--- src/verilog/expo_sync_pkg.sv ---
// constants, types and register map of the exposure latch and readback bank
package expo_sync_pkg;

    // register indices as printed; byte address is four times the index
    localparam logic [7:0] IDX_LATCH_CONTROL = 8'h0E;
    localparam logic [7:0] IDX_TIMER_GRAN = 8'h10;
    localparam logic [7:0] IDX_CLEAR_DUR = 8'h11;
    localparam logic [7:0] IDX_INTEG_TIME = 8'h12;
    localparam logic [7:0] IDX_SPARE_A = 8'h13;
    localparam logic [7:0] IDX_SPARE_B = 8'h14;
    localparam logic [7:0] IDX_ANALOG_AMP = 8'h15;
    localparam logic [7:0] IDX_DIG_MULT = 8'h16;
    localparam logic [7:0] IDX_SPARE_C = 8'h18;

    // field positions in the latch control register
    localparam int FRAME_ALIGN_BIT = 3;
    localparam int LATCH_POLICY_BIT = 10;

    // field positions in the analog amplifier readback
    localparam int COL_AMP_LSB = 0;
    localparam int COL_AMP_MSB = 4;
    localparam int FE_AMP_LSB = 5;
    localparam int FE_AMP_MSB = 12;

    // reset values
    localparam logic [15:0] LATCH_CONTROL_RST = 16'h0008;
    localparam logic [15:0] READBACK_RST = 16'h0000;
    localparam logic [15:0] SPARE_C_RST = 16'h7f00;
    localparam logic [31:0] PRDATA_RST = 32'h0000_0000;

    // access timing: cycles the access phase lasts before pready
    localparam int ACCESS_WAIT_CYCLES = 1;

    // sequencer operating modes
    typedef enum logic [1:0] {
        MODE_ROLLING = 2'b00,
        MODE_GS_PIPELINED = 2'b01,
        MODE_GS_TRIG_MASTER = 2'b10,
        MODE_SLAVE = 2'b11
    } op_mode_e;

    // exposure and amplifier parameter set
    typedef struct packed {
        logic [15:0] timer_granularity;
        logic [15:0] clear_duration;
        logic [15:0] integration_time;
        logic [4:0] column_amp;
        logic [7:0] front_end_amp;
        logic [11:0] digital_multiplier;
    } param_s;

    // sequencer phase markers, one-cycle pulses
    typedef struct packed {
        logic frame_overhead_phase;
        logic exposure_end_phase;
    } phase_s;

endpackage

--- src/verilog/expo_latch_ctrl.sv ---
// decides the cycle on which pending exposure parameters are applied
`timescale 1ns/100ps

module expo_latch_ctrl (
    input wire logic clk, // system clock
    input wire logic rst_n, // asynchronous reset, active low
    input expo_sync_pkg::op_mode_e op_mode, // current sequencer mode
    input wire logic frame_align, // exposure frame-align enable
    input wire logic latch_policy, // exposure latch policy bit
    input expo_sync_pkg::phase_s phase, // phase start pulses
    input wire logic param_written, // new parameters were written
    output logic apply, // take parameters this cycle
    output logic pending // parameters waiting to be applied
);

    logic pending_q;
    logic phase_hit;
    logic want;

    // the phase that closes the wait depends on the mode
    always_comb begin
        if (op_mode == expo_sync_pkg::MODE_GS_TRIG_MASTER) begin
            phase_hit = phase.exposure_end_phase;
        end else begin
            phase_hit = phase.frame_overhead_phase;
        end
    end

    // with frame-align set, policy set applies on any cycle, cleared waits for the phase
    assign want = pending_q | param_written;
    assign apply = frame_align & want & (latch_policy | phase_hit);

    // pending flag: a write in the apply cycle is taken with it
    always_ff @(posedge clk or negedge rst_n) begin
        if (!rst_n) begin
            pending_q <= 1'b0;
        end else if (apply) begin
            pending_q <= 1'b0;
        end else if (param_written) begin
            pending_q <= 1'b1;
        end
    end

    assign pending = pending_q;

endmodule

--- src/verilog/expo_sync_top.sv ---
// exposure latch policy and applied-parameter readback bank with apb slave
//
// The APB register port was chosen for this implementation.
`timescale 1ns/100ps

// Notes on behaviour
// - policy cleared: new exposure values take effect at frame overhead start
// - policy set: exposure values apply continuously as they are written
// - triggered global master mode latches at exposure end start instead
// - frame-align enable cleared still postpones exposure updates
// - timer granularity in use readable, valid only in master global modes
// - pixel clear duration in use readable, not updated in slave mode
// - exposure time in use readable, not updated in slave mode
// - amplifier settings in bits 4..0 and 12..5, multiplier in 11..0
// - frame-align enable cleared: updates are held and none apply until it is set again
module expo_sync_top (
    input wire logic CLK, // system clock, 125 MHz
    input wire logic RSTN, // asynchronous reset, active low
    input wire logic PSEL, // apb select
    input wire logic PENABLE, // apb access phase
    input wire logic PWRITE, // apb direction, high for write
    input wire logic [11:0] PADDR, // apb byte address
    input wire logic [31:0] PWDATA, // apb write data
    input wire logic [3:0] PSTRB, // apb byte strobes
    output logic [31:0] PRDATA, // apb read data
    output logic PREADY, // apb ready
    output logic PSLVERR, // apb error, unmapped address
    input expo_sync_pkg::op_mode_e OP_MODE, // sequencer operating mode
    input expo_sync_pkg::phase_s PHASE, // phase start pulses
    input wire logic PARAM_WRITTEN, // new parameter set written, pulse
    input expo_sync_pkg::param_s PARAM_IN, // latest written parameter set
    output expo_sync_pkg::param_s APPLIED, // parameter set in use
    output logic APPLY_STROBE, // pulse when parameters were applied
    output logic UPDATE_PENDING // parameters waiting for their latch point
);

    ////////////////////////////////////////////////////////////////////////////
    // declarations
    ////////////////////////////////////////////////////////////////////////////

    logic [15:0] latch_control_q;
    logic [15:0] spare_c_q;
    logic [15:0] timer_gran_q;
    logic [15:0] clear_dur_q;
    logic [15:0] integ_time_q;
    logic [4:0] column_amp_q;
    logic [7:0] front_end_amp_q;
    logic [11:0] dig_mult_q;
    expo_sync_pkg::param_s applied_q;
    logic apply_strobe_q;
    logic pending_q;
    logic [31:0] prdata_q;
    logic [31:0] prdata_d;
    logic pready_q;
    logic pslverr_q;
    logic pslverr_d;
    logic access;
    logic wr_done;
    logic rd_done;
    logic [7:0] reg_idx;
    logic apply;
    logic pending;
    logic frame_align;
    logic latch_policy;
    logic master_gs;
    logic not_slave;

    ////////////////////////////////////////////////////////////////////////////
    // helpers
    ////////////////////////////////////////////////////////////////////////////

    // true when a word index falls on a mapped register
    function automatic logic is_mapped(input logic [7:0] idx);
        logic hit;
        hit = 1'b0;
        unique case (idx)
            expo_sync_pkg::IDX_LATCH_CONTROL,
            expo_sync_pkg::IDX_TIMER_GRAN,
            expo_sync_pkg::IDX_CLEAR_DUR,
            expo_sync_pkg::IDX_INTEG_TIME,
            expo_sync_pkg::IDX_SPARE_A,
            expo_sync_pkg::IDX_SPARE_B,
            expo_sync_pkg::IDX_ANALOG_AMP,
            expo_sync_pkg::IDX_DIG_MULT,
            expo_sync_pkg::IDX_SPARE_C: hit = 1'b1;
            default: hit = 1'b0;
        endcase
        return hit;
    endfunction

    // merge write data into a 16-bit register under byte strobes
    function automatic logic [15:0] strobe_merge(input logic [15:0] old, input logic [31:0] wdata,
                                                 input logic [3:0] strb);
        logic [15:0] res;
        res = old;
        if (strb[0]) begin
            res[7:0] = wdata[7:0];
        end
        if (strb[1]) begin
            res[15:8] = wdata[15:8];
        end
        return res;
    endfunction

    ////////////////////////////////////////////////////////////////////////////
    // apb access decode
    ////////////////////////////////////////////////////////////////////////////

    // word index from the byte address; the two low bits are ignored
    assign reg_idx = PADDR[9:2];

    // access phase before pready; the transfer is answered on the cycle pready is high
    assign access = PSEL & PENABLE & ~pready_q;
    assign wr_done = PSEL & PENABLE & pready_q & PWRITE;
    assign rd_done = PSEL & PENABLE & pready_q & ~PWRITE;

    // pready raised one cycle into the access phase, for one cycle
    always_ff @(posedge CLK or negedge RSTN) begin
        if (!RSTN) begin
            pready_q <= 1'b0;
        end else begin
            pready_q <= access;
        end
    end

    // read mux; read-only and spare words return zero above bit 15
    always_comb begin
        prdata_d = expo_sync_pkg::PRDATA_RST;
        unique case (reg_idx)
            expo_sync_pkg::IDX_LATCH_CONTROL: prdata_d[15:0] = latch_control_q;
            expo_sync_pkg::IDX_TIMER_GRAN: prdata_d[15:0] = timer_gran_q;
            expo_sync_pkg::IDX_CLEAR_DUR: prdata_d[15:0] = clear_dur_q;
            expo_sync_pkg::IDX_INTEG_TIME: prdata_d[15:0] = integ_time_q;
            expo_sync_pkg::IDX_ANALOG_AMP: begin
                prdata_d[expo_sync_pkg::COL_AMP_MSB:expo_sync_pkg::COL_AMP_LSB] = column_amp_q;
                prdata_d[expo_sync_pkg::FE_AMP_MSB:expo_sync_pkg::FE_AMP_LSB] = front_end_amp_q;
            end
            expo_sync_pkg::IDX_DIG_MULT: prdata_d[11:0] = dig_mult_q;
            expo_sync_pkg::IDX_SPARE_C: prdata_d[15:0] = spare_c_q;
            default: prdata_d = expo_sync_pkg::PRDATA_RST;
        endcase
    end

    // error only for unmapped words
    assign pslverr_d = ~is_mapped(reg_idx);

    // read data and error captured with pready
    always_ff @(posedge CLK or negedge RSTN) begin
        if (!RSTN) begin
            prdata_q <= expo_sync_pkg::PRDATA_RST;
            pslverr_q <= 1'b0;
        end else if (access) begin
            prdata_q <= PWRITE ? expo_sync_pkg::PRDATA_RST : prdata_d;
            pslverr_q <= pslverr_d;
        end else begin
            prdata_q <= expo_sync_pkg::PRDATA_RST;
            pslverr_q <= 1'b0;
        end
    end

    ////////////////////////////////////////////////////////////////////////////
    // writable registers
    ////////////////////////////////////////////////////////////////////////////

    // latch control word; only the two documented bits are kept
    always_ff @(posedge CLK or negedge RSTN) begin
        if (!RSTN) begin
            latch_control_q <= expo_sync_pkg::LATCH_CONTROL_RST;
        end else if (wr_done && reg_idx == expo_sync_pkg::IDX_LATCH_CONTROL) begin
            latch_control_q <= strobe_merge(latch_control_q, PWDATA, PSTRB)
                & ((16'h0001 << expo_sync_pkg::FRAME_ALIGN_BIT) | (16'h0001 << expo_sync_pkg::LATCH_POLICY_BIT));
        end
    end

    // spare writable word, plain storage
    always_ff @(posedge CLK or negedge RSTN) begin
        if (!RSTN) begin
            spare_c_q <= expo_sync_pkg::SPARE_C_RST;
        end else if (wr_done && reg_idx == expo_sync_pkg::IDX_SPARE_C) begin
            spare_c_q <= strobe_merge(spare_c_q, PWDATA, PSTRB);
        end
    end

    assign frame_align = latch_control_q[expo_sync_pkg::FRAME_ALIGN_BIT];
    assign latch_policy = latch_control_q[expo_sync_pkg::LATCH_POLICY_BIT];

    ////////////////////////////////////////////////////////////////////////////
    // latch point
    ////////////////////////////////////////////////////////////////////////////

    // chooses the apply cycle from mode, policy and frame-align enable
    expo_latch_ctrl u_latch (
        .clk(CLK),
        .rst_n(RSTN),
        .op_mode(OP_MODE),
        .frame_align(frame_align),
        .latch_policy(latch_policy),
        .phase(PHASE),
        .param_written(PARAM_WRITTEN),
        .apply(apply),
        .pending(pending)
    );

    // modes in which readbacks refresh
    assign master_gs = (OP_MODE == expo_sync_pkg::MODE_GS_PIPELINED) ||
                       (OP_MODE == expo_sync_pkg::MODE_GS_TRIG_MASTER);
    assign not_slave = (OP_MODE != expo_sync_pkg::MODE_SLAVE);

    // parameter set handed to the sequencer on apply
    always_ff @(posedge CLK or negedge RSTN) begin
        if (!RSTN) begin
            applied_q <= '0;
        end else if (apply) begin
            applied_q <= PARAM_IN;
        end
    end

    // apply pulse and pending level toward the sequencer
    // pending mirrors the next wait state so it lines up with the strobe
    always_ff @(posedge CLK or negedge RSTN) begin
        if (!RSTN) begin
            apply_strobe_q <= 1'b0;
            pending_q <= 1'b0;
        end else begin
            apply_strobe_q <= apply;
            pending_q <= ~apply & (pending | PARAM_WRITTEN);
        end
    end

    ////////////////////////////////////////////////////////////////////////////
    // readback registers, refreshed only when values are applied
    ////////////////////////////////////////////////////////////////////////////

    // timer granularity follows only in master global shutter modes
    always_ff @(posedge CLK or negedge RSTN) begin
        if (!RSTN) begin
            timer_gran_q <= expo_sync_pkg::READBACK_RST;
        end else if (apply && master_gs) begin
            timer_gran_q <= PARAM_IN.timer_granularity;
        end
    end

    // clear duration and exposure time frozen in slave mode
    always_ff @(posedge CLK or negedge RSTN) begin
        if (!RSTN) begin
            clear_dur_q <= expo_sync_pkg::READBACK_RST;
            integ_time_q <= expo_sync_pkg::READBACK_RST;
        end else if (apply && not_slave) begin
            clear_dur_q <= PARAM_IN.clear_duration;
            integ_time_q <= PARAM_IN.integration_time;
        end
    end

    // amplifier and multiplier settings follow every apply
    always_ff @(posedge CLK or negedge RSTN) begin
        if (!RSTN) begin
            column_amp_q <= '0;
            front_end_amp_q <= '0;
            dig_mult_q <= '0;
        end else if (apply) begin
            column_amp_q <= PARAM_IN.column_amp;
            front_end_amp_q <= PARAM_IN.front_end_amp;
            dig_mult_q <= PARAM_IN.digital_multiplier;
        end
    end

    ////////////////////////////////////////////////////////////////////////////
    // outputs
    ////////////////////////////////////////////////////////////////////////////

    assign PRDATA = prdata_q;
    assign PREADY = pready_q;
    assign PSLVERR = pslverr_q;
    assign APPLIED = applied_q;
    assign APPLY_STROBE = apply_strobe_q;
    assign UPDATE_PENDING = pending_q;

endmodule

--- config.mk ---
export PLATFORM = sky130hd
export DESIGN_NAME = expo_sync_top
export DESIGN_NICKNAME = d
export VERILOG_FILES = /design/src/verilog/expo_sync_pkg.sv /design/src/verilog/expo_latch_ctrl.sv /design/src/verilog/expo_sync_top.sv
export SDC_FILE = /design/constraint.sdc
export NUM_CORES = 1
export LEC_CHECK = 0
export BUFFER_PORTS_ARGS = -buffer_cell sky130_fd_sc_hd__buf_2
export CORE_ASPECT_RATIO = 0.75
export CORE_MARGIN = 3
export CORE_UTILIZATION = 50
export DETAILED_ROUTE_END_ITERATION = 10
export GPL_TIMING_DRIVEN = 0
export PLACE_DENSITY = 0.89
export SETUP_SLACK_MARGIN = 0.05
export SKIP_CTS_REPAIR_TIMING = 1
export SYNTH_ARGS = -nofsm -noshare
export SYNTH_HDL_FRONTEND = slang
export SYNTH_HIERARCHICAL = 1
export SYNTH_SLANG_ARGS = --single-unit
--- constraint.sdc ---
create_clock -name CLK -period 2.5 [get_ports CLK]
set_input_delay 0.125 -clock CLK [delete_from_list [all_inputs] [get_ports CLK]]
set_output_delay 0.125 -clock CLK [all_outputs]
set_load 0.03 [all_outputs]
# Word-level counts from Yosys, hierarchy flattened
# Memory sizes are Yosys's and may differ from the RTL's.
# Index checks and enable logic that the tools add are counted.
# W data, S select, Z words.
[classes]
n_mux = 10
reduce_logical = 11
n_bitwise = 12
n_eq_ne = 10
[ops]
columns = ["cell", "n"]
rows = [
  ["$pmux W12 S7", 1],
  ["$eq A8 B5 Y1 const B", 6],
  ["$mux W16", 2],
  ["$pmux W3 S4", 1],
  ["$eq A8 B4 Y1 const B", 1],
  ["$reduce_and A2 Y1", 4],
  ["$and A1 B1 Y1", 7],
  ["$mux W1", 5],
  ["$pmux W1 S5", 1],
  ["$logic_and A1 B1 Y1", 4],
  ["$logic_not A3 Y1", 1],
  ["$not A1 Y1", 3],
  ["$eq A2 B1 Y1 const B", 1],
  ["$eq A2 B2 Y1 const B", 1],
  ["$ne A2 B2 Y1 const B", 1],
  ["$or A1 B1 Y1", 2],
  ["$reduce_bool A2 Y1", 1],
  ["$logic_or A1 B1 Y1", 1],
]
[totals]
rom_bits = 32
memories = 1
reg_bits = 176
in_bits = 131
elab_cells = 63
[memory_table]
columns = ["name", "depth", "word_bits", "read_ports", "rd_clocked_by_memory_dff", "write_ports", "line_no", "rtl"]
rows = [
  ["(no name shown)", 32, 1, 1, 0, 0, "expo_sync_top.sv:76", "unique case (idx)"],
]

# Logic depth before layout (Yosys ltp)
# Gate-level depths: netlist of run 1.
[logic_depth]
word_depth = 6
depth_mapped = 7
ltp_nobuf = 5

# Hierarchy
# Netlist of run 1, hierarchy kept.
[modules_own_cells]
columns = ["mod", "cells_each", "area_per_inst_um2", "seq_area_each_um2", "n_inst"]
rows = [
  ["expo_sync_top", 497, 6916.6, 3988.8, 1],
  ["expo_latch_ctrl", 7, 67.6, 25.0, 1],
]

# Least setup slack after synthesis of run 1
# No wires, ideal clock.
[synth_path]
path_kind = "register -> register"
from = "register latch_control_q[10]"
to = "register timer_gran_q[10]"
setup_slack_ns = 0.381
t_required_ns = 2.375
arrival_time_ns = 1.995
stages_incl_launch_ff = 7
period_less_slack_ns = 2.119
setup_ns = 0.125
path_cell_list = "dfrtp_1 or4b_1 o311ai_1 nor2_1 nand2_1 clkbuf_1 mux2_2"
[synth_between]
elab_chain_len = 3
[synth_rtl]
columns = ["item", "line_no", "rtl"]
rows = [
  ["start, declared", "expo_sync_top.sv:41", "logic [15:0] latch_control_q;"],
  ["start signal, assigned", "expo_sync_top.sv:168", "latch_control_q <= expo_sync_pkg::LATCH_CONTROL_RST;"],
  ["start signal, assigned", "expo_sync_top.sv:170", "latch_control_q <= strobe_merge(latch_control_q, PWDATA, PSTRB)"],
  ["$or A1 B1 Y1", "expo_latch_ctrl.sv:31", "assign apply = frame_align & want & (latch_policy | phase_hit);"],
  ["$and A1 B1 Y1", "expo_latch_ctrl.sv:31", ""],
  ["named net apply", "expo_sync_top.sv:61", "logic apply;"],
  ["$logic_and A1 B1 Y1", "expo_sync_top.sv:238", "end else if (apply && master_gs) begin"],
  ["end signal, assigned", "expo_sync_top.sv:237", "timer_gran_q <= expo_sync_pkg::READBACK_RST;"],
  ["end signal, assigned", "expo_sync_top.sv:239", "timer_gran_q <= PARAM_IN.timer_granularity;"],
  ["end, declared", "expo_sync_top.sv:43", "logic [15:0] timer_gran_q;"],
]
# The timed path passes the listed nets, and every way through them passes these cells.
# A chain may end at the register's enable or synchronous reset.

# Final worst setup path of run 1
[layout_path]
from = "register latch_control_q[10]"
to = "register timer_gran_q[14]"
# The elaborated chain is that of the path after synthesis.

==> qor.csv, run 1 <==
stage,metric,value,unit
global_route,vias in the first global route,5162,
pwr,switching power share of the total,0.231,
flow_run,MaxCap Viol Count,0,
die,Die Y,108,µm
placement,# placed instances,891,
pwr,maximum vdd drop,0.514,mV
timing,WHS,-0.0262,ns
timing,Slew Limit Fails,0,
setup_path,"Buf+Inv Stages, Crit Path",1,
run_status,status,"finished, violations left",
setup_path,Critical Path AT,2.61,ns
clock_tree,TritonCTS clock tree,yes,
setup_path,Worst Path Max Fanout,10,
pwr,total power,5.68,mW
placement,GP Congestion,0.908,
timing,Setup TNS,0,ns
synthesis,synthesized flop and latch total,160,
run_status,failing checks,negative hold slack,
setup_path,Worst path max stage delay,0.48,ns
setup_path,R2R Setup Slk,0.20,ns
timing,slack of the critical path,0.199,ns
global_route,gr ovfl total,0,
clock_tree,Num CTS Buffers,17,
synthesis,synthesized area,6980,µm²
synthesis,post-synthesis sequential area ratio,0.575,
pwr,internal power,4.37,mW
synthesis,syn_area_per_cell,13.9,µm²
clock_tree,Num Clock Sinks,160,
setup_path,"Req. time, crit path",2.81,ns
setup_path,worst r2r src,latch_control_q[10],
synthesis,yosys warns,6,
final_layout,post-layout util,0.735,
worst_hold_path,worst hold path class,primary input to register,
timing,FMAX,0.435,GHz
drt,DRC violations left,0,
final_layout,Layout area overhead,40.4,%
die,die span in x,142,µm
setup_path,crit path capture type,register,
die,die area,15400,µm²
setup_path,CP max-delay cell,or4b_1,
drt,Iter 0 DRT Violations,337,
final_layout,fin cells,1015,
setup_path,CP Launch Type,register,
global_route,Tot GR Track Use,0.250,
timing,RSZ-0062 raised after global routing,false,
timing,Worst Max-Slew Pin Slew,0.681,ns
clock_tree,root buffer cell,clkbuf_16,
drt,Pre-Repair DR Iteration Count,5,
die,core footprint,13300,µm²
clock_tree,H-tree depth,4,
setup_path,Worst Setup SP,latch_control_q[10],
final_layout,nets,963,
synthesis,post-synth cell types,50,
timing,final hold viol count,1,
clock_tree,clk buf depth,2,
final_layout,finished layout cell area,9800,µm²
timing,setup violators final,0,
placement,Final HPWL DP,14700,µm
drt,Avg WL per Cell,20.9,µm
worst_hold_path,Hold Startpoint,PSEL,
final_layout,layout cells sized above 1,0.510,
setup_path,Crit path max-delay family,simple AND/OR/NAND/NOR gates,
global_route,largest net degree at the start of global routing,94,
synthesis,Synth Flop Type,dfrtp_1,
pwr,Switch Pwr,1.31,mW
placement,pre-CTS setup slack,-0.266,ns
timing,Final Cycle Share,0.920,
die,Ports,240,
synthesis,Post-synth ARST share,1.00,
pwr,Pwr Density,579,nW/µm²
placement,Port Buffers,200,
pwr,Static Leakage,5.10,nW
final_layout,Filler Cells Inserted,862,
global_route,initial antenna violation count,0,
setup_path,crit-path cells,or4b_1 > o311ai_1 > nor2_2 > nand2_2 > clkbuf_2 > mux2_2,
timing,clk_skew,0.00860,ns
die,initial core utilization,0.524,
clock_tree,worst skew pair latency,0.43,ns
timing,min cycle time layout,2.30,ns
timing,relative slew slack,0.546,
drt,DRT Wirelength,21200,µm
placement,placed inst area,8290,µm²
pwr,combinational power share,0.090,
global_route,global-route wire length before repair,28700,µm
drt,Vias,5437,
synthesis,Syn Inst Count,504,
pwr,Seq pwr share,0.464,
setup_path,kind of critical path,register to register,
drt,ANT nets after route,0,
clock_tree,"Clk pin slew, worst setup/hold paths",0.07,ns
synthesis,number of flops mapped to enable cells by yosys,0,
pwr,Clock Power Share,0.446,
drt,drt via density,5.36,
die,# rows,36,
-- placed cells by master, fill, tap and decap left out, drive strengths merged, types with 2 or more instances in the layout --
cell | Yosys | layout
a211o | 3 | 3
a211oi | 12 | 12
a21oi | 15 | 15
a222oi | 4 | 4
a22o | 4 | 4
a22oi | 16 | 16
a32oi | 2 | 2
and3 | 6 | 6
buf | 27 | 225
bufinv | 0 | 2
clkbuf | 20 | 44
clkinv | 0 | 6
clkinvlp | 0 | 2
conb | 1 | 16
dfrtp | 152 | 152
dfstp | 8 | 8
dlygate4sd3 | 0 | 92
inv | 4 | 4
mux2 | 146 | 146
mux2i | 4 | 4
nand2 | 10 | 10
nand3b | 13 | 13
nand4 | 2 | 2
nor2 | 10 | 10
nor2b | 3 | 3
nor3 | 5 | 5
nor3b | 2 | 2
nor4b | 3 | 3
nor4bb | 2 | 2
o21ai | 9 | 9
o2bb2ai | 2 | 2
or2 | 2 | 2
or3 | 5 | 5
-- final cells by class --
| class | count | area (µm²) | area share |
|---|---|---|---|
| sequential | 160 | 4010 | 0.409 |
| clock buffer | 21 | 460 | 0.0470 |
| clock inverter | 10 | 113 | 0.0115 |
| multi-input combinational | 308 | 2770 | 0.283 |
| buffer | 47 | 260 | 0.0265 |
| inverter | 4 | 15.0 | 0.00153 |
| antenna | 1 | 2.50 | 0.000255 |
| tap | 171 | 214 | 0.0218 |
| timing repair buffer | 293 | 1960 | 0.199 |
-- power by group through the flow --
stage | Sequential [mW] | Combinational [mW] | Clock [mW]
after CTS | 2.64 | 0.388 | 2.56
final | 2.64 | 0.508 | 2.53
after global routing | 2.64 | 0.549 | 2.69
after global placement | 2.68 | 0.370 | 0
after detailed placement | 2.68 | 0.387 | 0
after floorplan | 2.72 | 0.139 | 0
-- cells by family after synthesis --
kind of cell             synth area share
AND/OR/NAND/NOR                    0.0688
buffers and inverters              0.0374
AO/OA/AOI/OAI                      0.0743
flip-flops                          0.575
multiplexers                        0.241
adder cells (fa/ha/maj)           0.00179
other                            0.000537
XOR/XNOR                          0.00125
-- Yosys cell counts (5+ instances only) --
library cell	n	area share
nand3b_1	13	0.014
and3_1	6	0.0054
mux2_2	144	0.23
or3_1	5	0.0045
nand2_1	8	0.0043
buf_1	5	0.0027
buf_2	5	0.0036
a211oi_1	8	0.0086
dfstp_2	8	0.030
buf_4	17	0.018
nor2_1	10	0.0054
a21oi_1	15	0.011
dfrtp_1	152	0.54
a22oi_1	16	0.017
o21ai_0	9	0.0064
clkbuf_1	20	0.011
-- worst paths after layout --
path                                     to  cells past startpoint
max in group asynchronous     spare_c_q[10]                      3
min in group asynchronous       APPLIED[71]                      2
min reg2reg                          PREADY                      1
min                                  PREADY                      3
max                        timer_gran_q[14]                      6
max reg2reg                timer_gran_q[14]                      6
-- state kept, by name, summed over array words and instances (netlist names) --
| name | flops |
|---|---|
| APPLY_STROBE | 1 |
| timer_gran_q | 16 |
| PREADY | 1 |
| UPDATE_PENDING | 1 |
| PRDATA | 16 |
| u_latch/pending | 1 |
| integ_time_q | 16 |
| APPLIED | 73 |
| clear_dur_q | 16 |
| PSLVERR | 1 |
| latch_control_q | 2 |
| spare_c_q | 16 |
-- per-layer routing --
| layer | up-vias | GRT usage | share of wire |
|---|---|---|---|
| met1 | 2694 | 0.351 | 0.42 |
| met4 | 0 | 0.0916 | 0.017 |
| met3 | 30 | 0.0650 | 0.083 |
| li1 | 2473 | - | - |
| met5 | - | 0 | 0 |
| met2 | 240 | 0.379 | 0.48 |
-- worst min-delay path: stages --
cell	delay, ns
buf_2	0.10
nand2_1	0.09
nor2_1	0.05
Power figures use the tool's default switching activity.
==> inputs of run 2 (changes only) <==
--- a/config.mk
+++ b/config.mk
@@ -8,10 +8,10 @@
 export BUFFER_PORTS_ARGS = -buffer_cell sky130_fd_sc_hd__buf_2
 export CORE_ASPECT_RATIO = 0.75
 export CORE_MARGIN = 3
-export CORE_UTILIZATION = 50
+export CORE_UTILIZATION = 45
 export DETAILED_ROUTE_END_ITERATION = 10
 export GPL_TIMING_DRIVEN = 0
-export PLACE_DENSITY = 0.89
+export PLACE_DENSITY = 0.82
 export SETUP_SLACK_MARGIN = 0.05
 export SKIP_CTS_REPAIR_TIMING = 1
 export SYNTH_ARGS = -nofsm -noshare
==> qor.csv, run 2 (same netlist as run 1, synthesis figures left out) <==
stage,metric,value,unit,change
final_layout,fin cells,1041,,+2.6%
timing,clk_skew,0.00883,ns,+0.000235 ns
die,core footprint,14800,µm²,+11%
clock_tree,worst skew pair latency,0.42,ns,about the same
timing,RSZ-0062 raised after global routing,false,,
final_layout,area of the multi-input gates,2770,µm²,unchanged
drt,DRC violations left,0,,unchanged
global_route,gr ovfl total,0,,unchanged
placement,Final HPWL DP,14700,µm,+0.15%
run_status,status,"finished, final reports clean",,
placement,GP Congestion,0.851,,-6.3%
setup_path,Worst Setup SP,latch_control_q[3],,
setup_path,crit path capture type,register,,
drt,drt via density,5.30,,-1.1%
drt,DRT Wirelength,21400,µm,+0.67%
final_layout,diodes inserted,0,,-1
worst_hold_path,Hold Startpoint,PENABLE,,
pwr,maximum vdd drop,0.535,mV,+3.9%
setup_path,"Req. time, crit path",2.80,ns,about the same
die,die span in x,150,µm,+5.2%
die,# rows,38,,+5.6%
pwr,Pwr Density,600,nW/µm²,+3.6%
pwr,Static Leakage,5.12,nW,+0.34%
timing,final hold viol count,0,,-1
timing,Worst Max-Slew Pin Slew,0.673,ns,-0.00784 ns
drt,Avg WL per Cell,20.5,µm,-1.8%
clock_tree,clk buf depth,2,,unchanged
drt,Pre-Repair DR Iteration Count,5,,unchanged
setup_path,Critical Path AT,2.61,ns,about the same
timing,min cycle time layout,2.31,ns,+0.00976 ns
timing,Final Cycle Share,0.924,,+0.00390
final_layout,"most common cell after layout, fill and taps aside",buf_2,,
clock_tree,"Clk pin slew, worst setup/hold paths",0.06,ns,about the same
global_route,global-route wire length before repair,28700,µm,about the same
timing,FMAX,0.433,GHz,-0.42%
drt,Iter 0 DRT Violations,305,,-9.5%
final_layout,nets,962,,-0.10%
setup_path,worst r2r src,latch_control_q[3],,
pwr,total power,5.93,mW,+4.4%
final_layout,post-layout util,0.666,,-0.0695
setup_path,CP Launch Type,register,,
final_layout,Layout area overhead,41.4,%,
die,Die Y,114,µm,+5.1%
timing,setup violators final,0,,unchanged
final_layout,Sequential Area,4010,µm²,unchanged
clock_tree,TritonCTS clock tree,yes,,
die,die area,17100,µm²,+11%
global_route,vias in the first global route,5075,,-1.7%
final_layout,"commonest non-fill, non-tap cells in the layout","buf_2 (205), dfrtp_1 (152), mux2_2 (144)",,
final_layout,layout cells sized above 1,0.510,,about the same
setup_path,Worst Path Max Fanout,10,,unchanged
clock_tree,Num Clock Sinks,160,,unchanged
final_layout,Filler Cells Inserted,1049,,+22%
timing,WHS,0.00891,ns,+0.0351 ns
placement,# placed instances,920,,+3.3%
flow_run,MaxCap Viol Count,0,,unchanged
setup_path,kind of critical path,register to register,,
placement,Port Buffers,200,,unchanged
die,Ports,240,,unchanged
worst_hold_path,worst hold path class,primary input to register,,
placement,pre-CTS setup slack,-0.388,ns,-0.122 ns
timing,slack of the critical path,0.189,ns,-0.00976 ns
timing,relative slew slack,0.551,,+0.00523
drt,ANT nets after route,0,,unchanged
global_route,largest net degree at the start of global routing,90,,-4.3%
final_layout,max FFs per register,73,,unchanged
timing,Slew Limit Fails,0,,unchanged
clock_tree,root buffer cell,clkbuf_16,,
drt,Vias,5515,,+1.4%
die,initial core utilization,0.471,,-0.0530
clock_tree,Num CTS Buffers,17,,unchanged
global_route,Tot GR Track Use,0.226,,-0.0247
clock_tree,H-tree depth,4,,unchanged
global_route,initial antenna violation count,0,,unchanged
==> run 2: path summary, 6_finish.rpt <==
kind / endpoint / slack (ns) / cells after the start
max in group asynchronous: APPLIED[46] / 1.33 / 3
setup / recovery: integ_time_q[6] / 0.19 / 6
hold reg to reg: APPLIED[27] / 0.50 / 1
min in group asynchronous: APPLIED[70] / 0.29 / 2
hold / removal: PREADY / 0.009 / 3
setup reg to reg: integ_time_q[6] / 0.19 / 6
==> run 2: per-layer routing <==
metal	part of all wire	vias up	global-route usage
met2	0.48	256	0.354
met3	0.083	26	0.0687
met5	0	-	0
met4	0.012	0	0.0500
met1	0.43	2756	0.313
li1	-	2477	-
==> run 2: power breakdown <==
part           internal, mW  total, mW  switching [mW]
sequential             2.62       2.64          0.0192
combinational         0.237      0.509           0.272
clock                  1.76       2.78            1.02
total                  4.61       5.93            1.32
==> run 2: cell type report <==
class                           instances  share of cell area
Buffer                                 47              0.0263
Clock buffer                           19              0.0438
Clock inverter                         11              0.0191
Inverter                                4             0.00152
Multi-Input combinational cell        308               0.280
Sequential cell                       160               0.406
Tap cell                              200              0.0253
Timing Repair Buffer                  292               0.197
==> run 2: worst max-delay path: stages, from the launching register on <==
cell	delay, ns
dfstp_2	0.56
o311ai_1	0.13
nor2_2	0.31
nor2b_1	0.17
clkbuf_1	0.31
clkbuf_2	0.34
mux2_2	0.37
==> run 2: metrics by stage <==
stage / cell area [µm²] / setup TNS [ns]
6_report: 9880 / 0
3_5_place_dp: 8330 / -16.58
3_3_place_gp: 8290 / -173.75
2_1_floorplan: 7040 / 0
5_1_grt: 9880 / 0
4_1_cts: 8950 / -18.07
==> inputs of run 3 (changes only) <==
--- a/config.mk
+++ b/config.mk
@@ -5,15 +5,17 @@
 export SDC_FILE = /design/constraint.sdc
 export NUM_CORES = 1
 export LEC_CHECK = 0
+export ABC_AREA = 1
 export BUFFER_PORTS_ARGS = -buffer_cell sky130_fd_sc_hd__buf_2
 export CORE_ASPECT_RATIO = 0.75
 export CORE_MARGIN = 3
 export CORE_UTILIZATION = 45
 export DETAILED_ROUTE_END_ITERATION = 10
 export GPL_TIMING_DRIVEN = 0
-export PLACE_DENSITY = 0.82
+export PLACE_DENSITY = 0.81
 export SETUP_SLACK_MARGIN = 0.05
 export SKIP_CTS_REPAIR_TIMING = 1
+export SKIP_LAST_GASP = 1
 export SYNTH_ARGS = -nofsm -noshare
 export SYNTH_HDL_FRONTEND = slang
 export SYNTH_HIERARCHICAL = 1
==> qor.csv, run 3 <==
stage,metric,value,unit,change
placement,Final HPWL DP,15100,µm,+2.5%
synthesis,combinational family with the most area after synthesis,simple AND/OR/NAND/NOR gates,,
placement,placed inst area,8700,µm²,+4.6%
timing,min cycle time layout,2.03,ns,-0.277 ns
synthesis,multiplexer area fraction after synthesis,0.136,,-0.105
synthesis,area share of the largest cell type after synthesis,0.518,,-0.0270
drt,Iter 0 DRT Violations,452,,+48%
clock_tree,"Clk pin slew, worst setup/hold paths",0.06,ns,about the same
die,initial core utilization,0.471,,about the same
synthesis,Post-Synth Adder-Cell Area,0.00170,,-0.0000888
timing,Setup TNS,0,ns,unchanged
timing,setup violators final,0,,unchanged
placement,# placed instances,1134,,+23%
drt,DRC violations left,0,,unchanged
drt,Avg WL per Cell,17.3,µm,-16%
timing,RSZ-0062 raised after global routing,false,,
setup_path,"Req. time, crit path",2.80,ns,about the same
global_route,Tot GR Track Use,0.226,,+0.000524
final_layout,Layout area overhead,38.6,%,
die,core footprint,15600,µm²,+5.3%
die,die span in x,154,µm,+2.5%
global_route,gr ovfl total,0,,unchanged
pwr,maximum vdd drop,0.453,mV,-15%
clock_tree,worst skew pair latency,0.43,ns,about the same
setup_path,Worst Path Max Fanout,10,,unchanged
final_layout,finished layout cell area,10200,µm²,+3.1%
clock_tree,H-tree depth,4,,unchanged
setup_path,Crit Reg-Reg Endpoint,APPLIED[52],,
clock_tree,clk buf depth,2,,unchanged
final_layout,"most common cell after layout, fill and taps aside",buf_2,,
synthesis,top post-synthesis cells by area,"dfrtp_1 (52%), mux2_2 (14%), nand2_1 (6.5%)",,
synthesis,yosys warns,6,,unchanged
setup_path,CP Launch Type,register,,
synthesis,synthesized-area fraction occupied by and/or/nand/nor cells,0.184,,+0.115
drt,drt via density,4.89,,-7.8%
synthesis,post-synth top area cell,dfrtp_1,,
clock_tree,Num Clock Sinks,160,,unchanged
global_route,largest net degree at the start of global routing,101,,+12%
synthesis,Synth Flop Type,dfrtp_1,,
synthesis,syn_area_per_cell,10.3,µm²,-26%
drt,ANT nets after route,0,,unchanged
setup_path,crit path capture type,register,,
synthesis,commonest cells in the netlist,"dfrtp_1 (152), nand2_1 (127), mux2_2 (89)",,
timing,final hold viol count,4,,+4
synthesis,post-synth cell types,30,,-40%
clock_tree,root buffer cell,clkbuf_16,,
timing,Worst Max-Slew Pin Slew,0.551,ns,-0.122 ns
die,die area,17900,µm²,+5.0%
drt,Vias,6118,,+11%
global_route,vias in the first global route,5603,,+10%
synthesis,Post-synth ARST share,1.00,,unchanged
timing,relative slew slack,0.631,,+0.0797
setup_path,R2R Setup Slk,0.47,ns,+0.28 ns
placement,GP Congestion,0.902,,+6.1%
final_layout,fin cells,1252,,+20%
timing,Final Cycle Share,0.814,,-0.111
pwr,total power,5.88,mW,-0.80%
synthesis,Syn Inst Count,712,,+41%
synthesis,number of flops mapped to enable cells by yosys,0,,unchanged
worst_hold_path,Hold Startpoint,PARAM_IN[29],,
drt,Pre-Repair DR Iteration Count,5,,unchanged
clock_tree,TritonCTS clock tree,yes,,
timing,Slew Limit Fails,0,,unchanged
clock_tree,Num CTS Buffers,17,,unchanged
final_layout,layout cells sized above 1,0.415,,-0.0952
worst_hold_path,hold-critical path depth,3,,unchanged
synthesis,post-synthesis sequential area ratio,0.546,,-0.0285
final_layout,"commonest non-fill, non-tap cells in the layout","buf_2 (215), dfrtp_1 (152), nand2_1 (127)",,
setup_path,worst r2r src,latch_control_q[3],,
worst_hold_path,worst hold path class,primary input to register,,
die,Ports,240,,unchanged
synthesis,synthesized flop and latch total,160,,unchanged
global_route,initial antenna violation count,0,,unchanged
flow_run,MaxCap Viol Count,0,,unchanged
drt,DRT Wirelength,21700,µm,+1.6%
setup_path,reg2reg path depth,5,,-1
final_layout,max FFs per register,73,,unchanged
setup_path,Critical Path AT,2.34,ns,-0.27 ns
run_status,failing checks,negative hold slack,,
final_layout,nets,1165,,+21%
timing,FMAX,0.492,GHz,+14%
global_route,global-route wire length before repair,31100,µm,+8.2%
synthesis,compound-gate portion of the synthesized area,0.0450,,-0.0294
die,Die Y,117,µm,+2.4%
timing,WHS,-0.00909,ns,-0.0180 ns
pwr,Pwr Density,578,nW/µm²,-3.8%
pwr,Static Leakage,5.81,nW,+14%
worst_hold_path,Hold EP,APPLIED[29],,
synthesis,top-count cell post-synth,dfrtp_1,,
die,# rows,39,,+2.6%
synthesis,xor/xnor share of the synthesized area,0,,-0.00125
synthesis,synthesized area,7350,µm²,+5.2%
setup_path,kind of critical path,register to register,,
run_status,status,"finished, violations left",,
timing,clk_skew,0.00830,ns,-0.000531 ns
placement,Port Buffers,201,,+0.50%
==> run 3: where the power goes <==
part           switching (mW)  internal [mW]
clock                    1.02           1.73
sequential             0.0171           2.62
combinational           0.277          0.223
==> run 3: area by class of cell <==
type	count	area, µm²
Fill cell	1205	5430
Sequential cell	160	4010
Multi-Input combinational cell	444	2750
Timing Repair Buffer	287	1890
Clock buffer	23	468
Buffer	48	348
Inverter	75	289
Tap cell	205	256
Clock inverter	9	156
Antenna cell	1	2.50
==> run 3: kinds of logic (layout without fill, tap and decap cells) <==
| group | count (synthesis) | in the layout |
|---|---|---|
| flops | 160 | 160 |
| fa+ha+maj | 1 | 1 |
| simple gates | 285 | 285 |
| buf+inv | 123 | 442 |
| other cells | 1 | 17 |
| compound gates | 53 | 53 |
| mux | 89 | 89 |
==> run 3: critical path, cell delays in order, from the launching register on <==
cell,delay (ns)
dfstp_2,0.57
nand3_1,0.09
inv_1,0.09
buf_2,0.32
buf_2,0.45
mux2_2,0.39
==> run 3: through the flow <==
| step | hold slack [ns] | util | setup WS [ns] |
|---|---|---|---|
| final | -0.00909 | 0.652 | 0.466 |
| after global placement | 0.340 | 0.555 | -1.08 |
| after floorplan | -0.171 | - | 0.870 |
| after global routing | 0.000966 | 0.652 | 0.388 |
| after CTS | -0.368 | 0.597 | 0.470 |
| after detailed placement | 0.0817 | 0.557 | 0.482 |
==> run 3: how the worst max path moves through the flow <==
stage,from,to,slack (ns),depth (start not counted)
after floorplan,u_latch/pending,timer_gran_q[10],0.87,8
after global placement,RSTN,APPLIED[71],-1.08,1
after detailed placement,latch_control_q[3],APPLIED[52],0.48,5
after CTS,latch_control_q[3],APPLIED[52],0.47,5
after global routing,PENABLE,PRDATA[6],0.39,12
final,latch_control_q[3],APPLIED[52],0.47,5
==> run 3: metal layers <==
| metal | up-vias | track usage | share of wire |
|---|---|---|---|
| met2 | 247 | 0.346 | 0.47 |
| met3 | 33 | 0.0644 | 0.072 |
| met1 | 2925 | 0.322 | 0.44 |
| met4 | 0 | 0.0576 | 0.017 |
| li1 | 2913 | - | - |
| met5 | - | 0 | 0 |
